`config.mk`:
```
export PLATFORM = sky130hd
export DESIGN_NAME = spfc_top
export DESIGN_NICKNAME = d
export VERILOG_FILES = /design/src/logic/spfc_pkg.sv /design/src/logic/spfc_top.sv /design/src/logic/spfc_fifo.sv
export SDC_FILE = /design/constraint.sdc
export NUM_CORES = 1
export LEC_CHECK = 0
export BUFFER_PORTS_ARGS = -buffer_cell sky130_fd_sc_hd__buf_2
export CAP_MARGIN = 20
export CORE_ASPECT_RATIO = 1.75
export CORE_MARGIN = 2
export CORE_UTILIZATION = 31
export DETAILED_ROUTE_END_ITERATION = 6
export PLACE_DENSITY = 0.5
export SYNTH_ARGS = -nofsm -noshare
export SYNTH_HDL_FRONTEND = slang
export SYNTH_HIERARCHICAL = 1
export SYNTH_SLANG_ARGS = --single-unit
```
`constraint.sdc`:
```
create_clock -name clock -period 4.5 [get_ports clock]
set_clock_uncertainty 0.15 [all_clocks]
set_input_delay 0.45 -clock clock [delete_from_list [all_inputs] [get_ports clock]]
set_output_delay 0.45 -clock clock [all_outputs]
set_load 0.03 [all_outputs]
```
`src/logic/spfc_pkg.sv`:
```
// Shared constants and types of the serial port with flow control.
package spfc_pkg;

	// Clock rate and baud generation at sixteen samples per bit.
	localparam int CLK_HZ = 25_000_000;
	localparam int OVERSAMPLE = 16;
	localparam int BAUD_2400 = 2400;
	localparam int BAUD_4800 = 4800;
	localparam int BAUD_9600 = 9600;
	localparam int BAUD_19200 = 19200;
	localparam logic [9:0] DIV_2400 = 10'(CLK_HZ / (BAUD_2400 * OVERSAMPLE));
	localparam logic [9:0] DIV_4800 = 10'(CLK_HZ / (BAUD_4800 * OVERSAMPLE));
	localparam logic [9:0] DIV_9600 = 10'(CLK_HZ / (BAUD_9600 * OVERSAMPLE));
	localparam logic [9:0] DIV_19200 = 10'(CLK_HZ / (BAUD_19200 * OVERSAMPLE));
	localparam logic [3:0] SUB_MID = 4'h7;
	localparam logic [3:0] SUB_LAST = 4'hf;

	// Baud switch codes.
	localparam logic [1:0] BAUD_SEL_2400 = 2'h0;
	localparam logic [1:0] BAUD_SEL_4800 = 2'h1;
	localparam logic [1:0] BAUD_SEL_9600 = 2'h2;

	// Parity switch codes; the fourth code means no parity.
	localparam logic [1:0] PAR_NONE = 2'h0;
	localparam logic [1:0] PAR_EVEN = 2'h1;
	localparam logic [1:0] PAR_ODD = 2'h2;

	// In-band flow characters.
	localparam logic [7:0] CHAR_XOFF = 8'h13;
	localparam logic [7:0] CHAR_XON = 8'h11;

	// Register offsets on the plain register port.
	localparam logic [3:0] REG_RXDATA = 4'h0;
	localparam logic [3:0] REG_TXDATA = 4'h1;
	localparam logic [3:0] REG_STATUS = 4'h2;
	localparam logic [3:0] REG_CTRL = 4'h3;

	// Receive buffer depth and the fill level that makes the port busy.
	localparam int RX_DEPTH = 8;
	localparam logic [3:0] BUSY_LEVEL = 4'h6;

	typedef enum logic [4:0] {
		TX_IDLE = 5'b00001,
		TX_START = 5'b00010,
		TX_DATA = 5'b00100,
		TX_PAR = 5'b01000,
		TX_STOP = 5'b10000
	} spfc_tx_t;

	typedef enum logic [4:0] {
		RX_IDLE = 5'b00001,
		RX_START = 5'b00010,
		RX_DATA = 5'b00100,
		RX_PAR = 5'b01000,
		RX_STOP = 5'b10000
	} spfc_rx_t;

endpackage

```
`src/logic/spfc_top.sv`:
```
// Serial port of a receipt printer with hardware or in-band flow control.
//
// Summary of operation
// - Flow mode, word, baud, parity come from switches.
// - Hardware mode: host-ready mark withholds transmission.
// - Software mode: host-ready never withholds transmission; status still shows it.
// - Hardware mode: busy output mark when busy.
// - Software mode: send stop character 13h on busy.
// - Software mode: send resume 11h when busy clears.
// - Rates 2400, 4800, 9600, 19200 bits per second.
// - Seven or eight data bits, none/even/odd parity.
//
// Decided for this implementation: the address map and the strobed register port.
`timescale 1ns/1ps
`default_nettype none

module spfc_top
	import spfc_pkg::*;
(
	input wire logic clock,
	input wire logic rst,
	input wire logic swFlowSoft,
	input wire logic [1:0] swBaud,
	input wire logic swWord8,
	input wire logic [1:0] swParity,
	input wire logic rxLine,
	input wire logic hostReady,
	output logic txLine,
	output logic printerBusy,
	input wire logic [3:0] regAddr,
	input wire logic [7:0] regWrData,
	input wire logic regWrStrobe,
	input wire logic regRdStrobe,
	output logic [7:0] regRdData
);

	typedef struct packed {
		spfc_tx_t txState;
		spfc_rx_t rxState;
		logic [9:0] divCnt;
		logic [3:0] txSub;
		logic [3:0] txBit;
		logic [7:0] txShift;
		logic txPar;
		logic txLine;
		logic [3:0] rxSub;
		logic [3:0] rxBit;
		logic [7:0] rxShift;
		logic rxPar;
		logic [7:0] holdData;
		logic holdFull;
		logic xoffPend;
		logic xonPend;
		logic busyPrev;
		logic busyOut;
		logic parErr;
		logic frmErr;
		logic ovrErr;
		logic forceBusy;
		logic cfgSoft;
		logic [1:0] cfgBaud;
		logic cfgWord8;
		logic [1:0] cfgPar;
		logic [7:0] rdData;
	} spfc_st_t;

	spfc_st_t s_r;
	spfc_st_t s_nxt;

	logic tick;
	logic [9:0] divSel;
	logic [3:0] lastBit;
	logic parOn;
	logic busyNow;
	logic pushNow;
	logic [7:0] pushData;
	logic fifoInReady;
	logic fifoOutValid;
	logic fifoPop;
	logic [7:0] fifoOutData;
	logic [3:0] fifoCount;
	logic bothIdle;

	////////////////////////////////////////////////////////////////////////
	// Received characters wait here until software reads them.
	spfc_fifo #(
		.WIDTH(8),
		.DEPTH(RX_DEPTH)
	) rxBuf (
		.clock(clock),
		.rst(rst),
		.inValid(pushNow),
		.inReady(fifoInReady),
		.inData(pushData),
		.outValid(fifoOutValid),
		.outReady(fifoPop),
		.outData(fifoOutData),
		.count(fifoCount)
	);

	////////////////////////////////////////////////////////////////////////
	// Rate and frame shape follow the latched switch copy.
	always_comb
	begin
		unique case (s_r.cfgBaud)
			BAUD_SEL_2400: divSel = DIV_2400;
			BAUD_SEL_4800: divSel = DIV_4800;
			BAUD_SEL_9600: divSel = DIV_9600;
			default: divSel = DIV_19200;
		endcase
	end

	// Compare with at or above, so a rate switch to a shorter divisor
	// cannot leave the counter stranded past its end.
	assign tick = (s_r.divCnt >= divSel - 10'h001);
	assign lastBit = s_r.cfgWord8 ? 4'h7 : 4'h6;
	assign parOn = (s_r.cfgPar == PAR_EVEN) || (s_r.cfgPar == PAR_ODD);
	assign bothIdle = (s_r.txState == TX_IDLE) && (s_r.rxState == RX_IDLE);

	// The port is busy when the buffer nears full or software holds it.
	assign busyNow = s_r.forceBusy || (fifoCount >= BUSY_LEVEL);
	assign fifoPop = regRdStrobe && (regAddr == REG_RXDATA) && fifoOutValid;

	assign txLine = s_r.txLine;
	assign printerBusy = s_r.busyOut;
	assign regRdData = s_r.rdData;

	////////////////////////////////////////////////////////////////////////
	// Next state of the whole port.
	always_comb
	begin
		s_nxt = s_r;
		pushNow = 1'b0;
		pushData = 8'h00;

		// Switches are only taken between frames, so no frame is split.
		if (bothIdle)
		begin
			s_nxt.cfgSoft = swFlowSoft;
			s_nxt.cfgBaud = swBaud;
			s_nxt.cfgWord8 = swWord8;
			s_nxt.cfgPar = swParity;
		end

		// Baud divider producing the sixteen-times sample enable.
		s_nxt.divCnt = tick ? 10'h000 : s_r.divCnt + 10'h001;

		// Busy edges queue a flow character; the later edge wins.
		s_nxt.busyPrev = busyNow;
		if (s_r.cfgSoft && busyNow && !s_r.busyPrev)
		begin
			s_nxt.xoffPend = 1'b1;
			s_nxt.xonPend = 1'b0;
		end
		else if (s_r.cfgSoft && !busyNow && s_r.busyPrev)
		begin
			s_nxt.xonPend = 1'b1;
			s_nxt.xoffPend = 1'b0;
		end
		// In software mode the busy line rests at space.
		s_nxt.busyOut = !s_r.cfgSoft && busyNow;

		// Transmitter.
		unique case (s_r.txState)
			TX_IDLE:
			begin
				s_nxt.txSub = 4'h0;
				s_nxt.txBit = 4'h0;
				if (s_r.cfgSoft && (s_r.xoffPend || s_r.xonPend))
				begin
					s_nxt.txShift = s_r.xoffPend ? CHAR_XOFF : CHAR_XON;
					s_nxt.xoffPend = 1'b0;
					s_nxt.xonPend = 1'b0;
					s_nxt.txState = TX_START;
				end
				else if (s_r.holdFull && (s_r.cfgSoft || !hostReady))
				begin
					s_nxt.txShift = s_r.holdData;
					s_nxt.holdFull = 1'b0;
					s_nxt.txState = TX_START;
				end
				s_nxt.txPar = (s_r.cfgPar == PAR_ODD);
			end
			TX_START:
			begin
				if (tick)
				begin
					s_nxt.txSub = s_r.txSub + 4'h1;
					if (s_r.txSub == SUB_LAST)
					begin
						s_nxt.txState = TX_DATA;
					end
				end
			end
			TX_DATA:
			begin
				if (tick)
				begin
					s_nxt.txSub = s_r.txSub + 4'h1;
					if (s_r.txSub == SUB_LAST)
					begin
						// Least significant bit goes first.
						s_nxt.txPar = s_r.txPar ^ s_r.txShift[0];
						s_nxt.txShift = {1'b0, s_r.txShift[7:1]};
						s_nxt.txBit = s_r.txBit + 4'h1;
						if (s_r.txBit == lastBit)
						begin
							s_nxt.txState = parOn ? TX_PAR : TX_STOP;
						end
					end
				end
			end
			TX_PAR:
			begin
				if (tick)
				begin
					s_nxt.txSub = s_r.txSub + 4'h1;
					if (s_r.txSub == SUB_LAST)
					begin
						s_nxt.txState = TX_STOP;
					end
				end
			end
			TX_STOP:
			begin
				if (tick)
				begin
					s_nxt.txSub = s_r.txSub + 4'h1;
					if (s_r.txSub == SUB_LAST)
					begin
						s_nxt.txState = TX_IDLE;
					end
				end
			end
		endcase

		// Line level follows the state being entered; rest is mark.
		unique case (s_nxt.txState)
			TX_START: s_nxt.txLine = 1'b0;
			TX_DATA: s_nxt.txLine = s_nxt.txShift[0];
			TX_PAR: s_nxt.txLine = s_nxt.txPar;
			default: s_nxt.txLine = 1'b1;
		endcase

		// Receiver; sixteen samples per bit, judged at mid-bit.
		unique case (s_r.rxState)
			RX_IDLE:
			begin
				s_nxt.rxSub = 4'h0;
				s_nxt.rxBit = 4'h0;
				s_nxt.rxPar = (s_r.cfgPar == PAR_ODD);
				if (!rxLine)
				begin
					s_nxt.rxState = RX_START;
				end
			end
			RX_START:
			begin
				if (tick)
				begin
					s_nxt.rxSub = s_r.rxSub + 4'h1;
					if (s_r.rxSub == SUB_MID)
					begin
						// A glitch shorter than half a bit is dropped.
						s_nxt.rxSub = 4'h0;
						s_nxt.rxState = rxLine ? RX_IDLE : RX_DATA;
					end
				end
			end
			RX_DATA:
			begin
				if (tick)
				begin
					s_nxt.rxSub = s_r.rxSub + 4'h1;
					if (s_r.rxSub == SUB_LAST)
					begin
						s_nxt.rxShift = {rxLine, s_r.rxShift[7:1]};
						s_nxt.rxPar = s_r.rxPar ^ rxLine;
						s_nxt.rxBit = s_r.rxBit + 4'h1;
						if (s_r.rxBit == lastBit)
						begin
							s_nxt.rxState = parOn ? RX_PAR : RX_STOP;
						end
					end
				end
			end
			RX_PAR:
			begin
				if (tick)
				begin
					s_nxt.rxSub = s_r.rxSub + 4'h1;
					if (s_r.rxSub == SUB_LAST)
					begin
						if (s_r.rxPar != rxLine)
						begin
							s_nxt.parErr = 1'b1;
						end
						s_nxt.rxState = RX_STOP;
					end
				end
			end
			RX_STOP:
			begin
				if (tick)
				begin
					s_nxt.rxSub = s_r.rxSub + 4'h1;
					if (s_r.rxSub == SUB_LAST)
					begin
						if (!rxLine)
						begin
							s_nxt.frmErr = 1'b1;
						end
						// A full buffer refuses the character.
						if (fifoInReady)
						begin
							pushNow = 1'b1;
						end
						else
						begin
							s_nxt.ovrErr = 1'b1;
						end
						s_nxt.rxState = RX_IDLE;
					end
				end
			end
		endcase
		// Seven-bit words land one place high in the shifter.
		pushData = s_r.cfgWord8 ? s_r.rxShift : {1'b0, s_r.rxShift[7:1]};

		// Register writes; a write to a full holding register is dropped.
		if (regWrStrobe)
		begin
			unique case (regAddr)
				REG_TXDATA:
				begin
					if (!s_r.holdFull)
					begin
						s_nxt.holdData = regWrData;
						s_nxt.holdFull = 1'b1;
					end
				end
				REG_STATUS:
				begin
					// Error flags clear on one; a new error wins over the clear unless the flag was already set.
					s_nxt.parErr = s_nxt.parErr && !(regWrData[3] && !s_r.parErr
						? 1'b0 : regWrData[3] && s_nxt.parErr == s_r.parErr);
					s_nxt.frmErr = s_nxt.frmErr && !(regWrData[4] && s_nxt.frmErr
						== s_r.frmErr);
					s_nxt.ovrErr = s_nxt.ovrErr && !(regWrData[5] && s_nxt.ovrErr
						== s_r.ovrErr);
				end
				REG_CTRL: s_nxt.forceBusy = regWrData[0];
				default: ;
			endcase
		end

		// Read data stand only in the cycle after the strobe.
		s_nxt.rdData = 8'h00;
		if (regRdStrobe)
		begin
			unique case (regAddr)
				REG_RXDATA: s_nxt.rdData = fifoOutValid ? fifoOutData : 8'h00;
				REG_STATUS: s_nxt.rdData = {hostReady, s_r.ovrErr, s_r.frmErr,
					s_r.parErr, busyNow, s_r.holdFull, fifoOutValid};
				REG_CTRL: s_nxt.rdData = {1'b0, s_r.cfgPar, s_r.cfgWord8,
					s_r.cfgBaud, s_r.cfgSoft, s_r.forceBusy};
				default: s_nxt.rdData = 8'h00;
			endcase
		end
	end

	////////////////////////////////////////////////////////////////////////
	// State register; the line rests at mark from reset onward.
	always_ff @(posedge clock or posedge rst)
	begin
		if (rst)
		begin
			s_r <= '0;
			s_r.txState <= TX_IDLE;
			s_r.rxState <= RX_IDLE;
			s_r.txLine <= 1'b1;
		end
		else
		begin
			s_r <= s_nxt;
		end
	end
endmodule

`default_nettype wire

```
`src/logic/spfc_fifo.sv`:
```
// Receive buffer: a small flip-flop FIFO with valid and ready on both sides.
`timescale 1ns/1ps
`default_nettype none

module spfc_fifo
#(
	parameter int WIDTH = 8,
	parameter int DEPTH = 8
)
(
	input wire logic clock,
	input wire logic rst,
	input wire logic inValid,
	output logic inReady,
	input wire logic [WIDTH-1:0] inData,
	output logic outValid,
	input wire logic outReady,
	output logic [WIDTH-1:0] outData,
	output logic [$clog2(DEPTH+1)-1:0] count
);

	localparam int PW = $clog2(DEPTH);
	localparam int CW = $clog2(DEPTH+1);

	typedef struct packed {
		logic [DEPTH-1:0][WIDTH-1:0] mem;
		logic [PW-1:0] wrPtr;
		logic [PW-1:0] rdPtr;
		logic [CW-1:0] fill;
	} spfc_fifo_st_t;

	spfc_fifo_st_t s_r;
	spfc_fifo_st_t s_nxt;
	logic doPush;
	logic doPop;

	////////////////////////////////////////////////////////////////////////
	// Full and empty come straight from the fill count, so they never lie.
	assign inReady = (s_r.fill != CW'(DEPTH));
	assign outValid = (s_r.fill != '0);
	assign outData = s_r.mem[s_r.rdPtr];
	assign count = s_r.fill;
	assign doPush = inValid && inReady;
	assign doPop = outValid && outReady;

	// Pointers wrap at the depth, which need not be a power of two.
	always_comb
	begin
		s_nxt = s_r;
		if (doPush)
		begin
			s_nxt.mem[s_r.wrPtr] = inData;
			s_nxt.wrPtr = (s_r.wrPtr == PW'(DEPTH-1)) ? '0 : s_r.wrPtr + 1'b1;
		end
		if (doPop)
		begin
			s_nxt.rdPtr = (s_r.rdPtr == PW'(DEPTH-1)) ? '0 : s_r.rdPtr + 1'b1;
		end
		if (doPush && !doPop)
		begin
			s_nxt.fill = s_r.fill + 1'b1;
		end
		else if (doPop && !doPush)
		begin
			s_nxt.fill = s_r.fill - 1'b1;
		end
	end

	// State register.
	always_ff @(posedge clock or posedge rst)
	begin
		if (rst)
		begin
			s_r <= '0;
		end
		else
		begin
			s_r <= s_nxt;
		end
	end

endmodule

`default_nettype wire

```
==> results.sh <==
export IMPL_status="complete, no violations"
export IMPL_worst_slew_pin_slew_ps=907
export IMPL_relSlewSlack_pct=39.5
export IMPL_maxSlewViolCount=0
export IMPL_dpl_cell_count=1015
export IMPL_clk_pin_slew_ps=60
export IMPL_wire_per_inst_um=18.5
export IMPL_grt_setup_unrepaired="false"
export IMPL_nFillCells=2622
export IMPL_final_util_pct=35.1
export IMPL_total_power_mw=3.53
export IMPL_hold_viol=0
export IMPL_crit_top_cell="ha_1"
export IMPL_timing_critical_path_buf_inv=2
export IMPL_die_h_um=220
export IMPL_cts_inserted_buffers=17
export IMPL_post_dp_cell_area_mm2=0.00874
export IMPL_cts_tree="yes"
export IMPL_postRouteAntennaNets=0
export IMPL_worstSetupStartpointType="register"
export IMPL_cp_slowest_cell="dfrtp_1"
export IMPL_powerDensity_mw_per_mm2=380
export IMPL_path_class="reg2reg"
export IMPL_postCtsHoldBufs=0
export IMPL_core_area_mm2=0.0265
export IMPL_overflow=0
export IMPL_setup_viol=0
export IMPL_row_count=79
export IMPL_cts_buffer_depth=2
export IMPL_first_iter_violations=234
export IMPL_drive_gt1_share_pct=32.0
export IMPL_max_freq_ghz=0.239
export IMPL_vias_per_cell=5.07
export IMPL_reg2reg_from="s_r[11]"
export IMPL_post_dp_hpwl_mm=14.1
export IMPL_cts_sinks=160
export IMPL_synth_area_mm2=0.00830
export IMPL_maxCapViolCount=0
export IMPL_ir_drop_mv=0.285
export IMPL_grt_usage_pct=14.8
export IMPL_post_cts_buffers=0
export IMPL_period_needed_ps=4190
export IMPL_cts_resized=0
export IMPL_antenna_found_initial=1
export IMPL_numPortBuffers=33
export IMPL_clk_latency_ps=440
export IMPL_startpoint="s_r[11]"
export IMPL_cpPeakStageDelay_ps=480
export IMPL_area_growth_pct=12.1
export IMPL_grt_pass1_wl_mm=31.7
export IMPL_die_w_um=128
export IMPL_crit_chain="or2_2 -> ha_1 -> nand4_1 -> a211oi_1 -> a2111o_1 -> or2_4 -> nand2_1 -> nor3_2 -> nand2_1 -> inv_1 -> ha_1 -> inv_1 -> ha_1 -> or4_1 -> nand3_1 -> o221ai_1"
export IMPL_timing_final_ws_setup_ps=312
export IMPL_synth_warnings=6
export IMPL_clock_tree_root_cell="clkbuf_16"
export IMPL_p_leak_nw=4.34
export IMPL_start_util_pct=31.3
export IMPL_final_area_mm2=0.00930
export IMPL_whs_ps=24.0
export IMPL_synthCells=686
export IMPL_crit_family="simple AND/OR/NAND/NOR gates"
export IMPL_dieArea_mm2=0.0282
export IMPL_cp_end_kind="register"
export IMPL_grt_pass1_vias=5626
export IMPL_synthesis_nets=734
export IMPL_final_cells=1047
export IMPL_routabilityCongestion=0.815
export IMPL_layout_worst_path_cycle_share_pct=93.1
export IMPL_htree_levels=4
export IMPL_synth_avg_cell_area_um2=12.1
export IMPL_wl_mm=19.4
export IMPL_n_antenna_cell=0
export IMPL_dp_slack_ps=277
export IMPL_fin_nets=758
export IMPL_first_pass_iters=4
export IMPL_critPathArrivalTime_ps=4350
export IMPL_grt_max_degree=66
export IMPL_post_route_drc_count=0
export IMPL_design_portCount=34
export IMPL_tns_ps=0
export IMPL_path_max_fanout=9
export IMPL_hold_class="in2async"
export IMPL_required_ps=4660
export IMPL_num_vias=5306
==> where the power goes <==
part / internal (mW) / switching (mW) / total, mW / leakage, nW
combinational: 0.203 / 0.277 / 0.480 / 1.92
clock: 0.744 / 0.630 / 1.37 / 0.268
sequential: 1.56 / 0.123 / 1.68 / 2.15
==> final timing paths <==
kind                                   to  slack, ps  cells after the start
min                          regRdData[6]         20                      2
max in group asynchronous   rxBuf/s_r[48]       3140                      3
min in group clock                s_r[16]         80                      2
max reg2reg                rxBuf/count[3]        310                     16
min reg2reg                       s_r[15]        350                      1
max                        rxBuf/count[3]        310                     16
==> cell type report <==
class                      instances  area (um2)  share of cell area, %
multi-input combinational        468        3990                   42.9
clock buffer                      19         453                   4.87
sequential                       160        4010                   43.1
tap                              324         405                   4.36
clock inverter                    13         103                   1.10
inverter                          19        73.8                  0.793
timing repair buffer              44         268                   2.88
==> registers in the layout, indices dropped and copies added (netlist names) <==
signal / cells
s_r: 76
txLine: 1
regRdData: 8
printerBusy: 1
rxBuf/count: 4
rxBuf/s_r: 70
==> cells in the final DEF (no fill, tap or decap), types with 4 or more instances in the layout <==
master     count
a22oi_1        6
mux4_2        16
mux2_2        94
inv_1         17
a21oi_1       15
nand2_1       41
nor3_1         4
nand2b_1      10
and3_1         9
or3_1          5
a22o_1         4
mux2_4        21
xnor2_1       11
o21ai_0       26
buf_4         10
nor2b_1        7
and2_1         6
nor2_1        51
inv_6          6
nand3_1       24
mux2i_1        4
dfrtp_1      157
xor2_1        10
o221ai_1       4
clkbuf_16     17
a31oi_1        4
nand3b_1       4
buf_2         33
ha_1          23
a221o_1        5
a211oi_1       4
==> metal layers <==
metal,GRT usage [%],up-vias,share of wire (%)
met5,0,-,0.036
met4,3.85,2,1.0
met2,27.4,52,55
li1,-,2533,-
met3,3.43,17,2.4
met1,17.1,2702,41
==> worst reg2reg max path, cell delays in order (launching register included) <==
cell	delay, ps
dfrtp_1	480
or2_2	370
ha_1	320
nand4_1	170
a211oi_1	220
a2111o_1	230
or2_4	160
nand2_1	90
nor3_2	250
nand2_1	170
inv_1	100
ha_1	240
inv_1	120
ha_1	360
or4_1	430
nand3_1	100
o221ai_1	110
(Power assumes the default switching activity.)
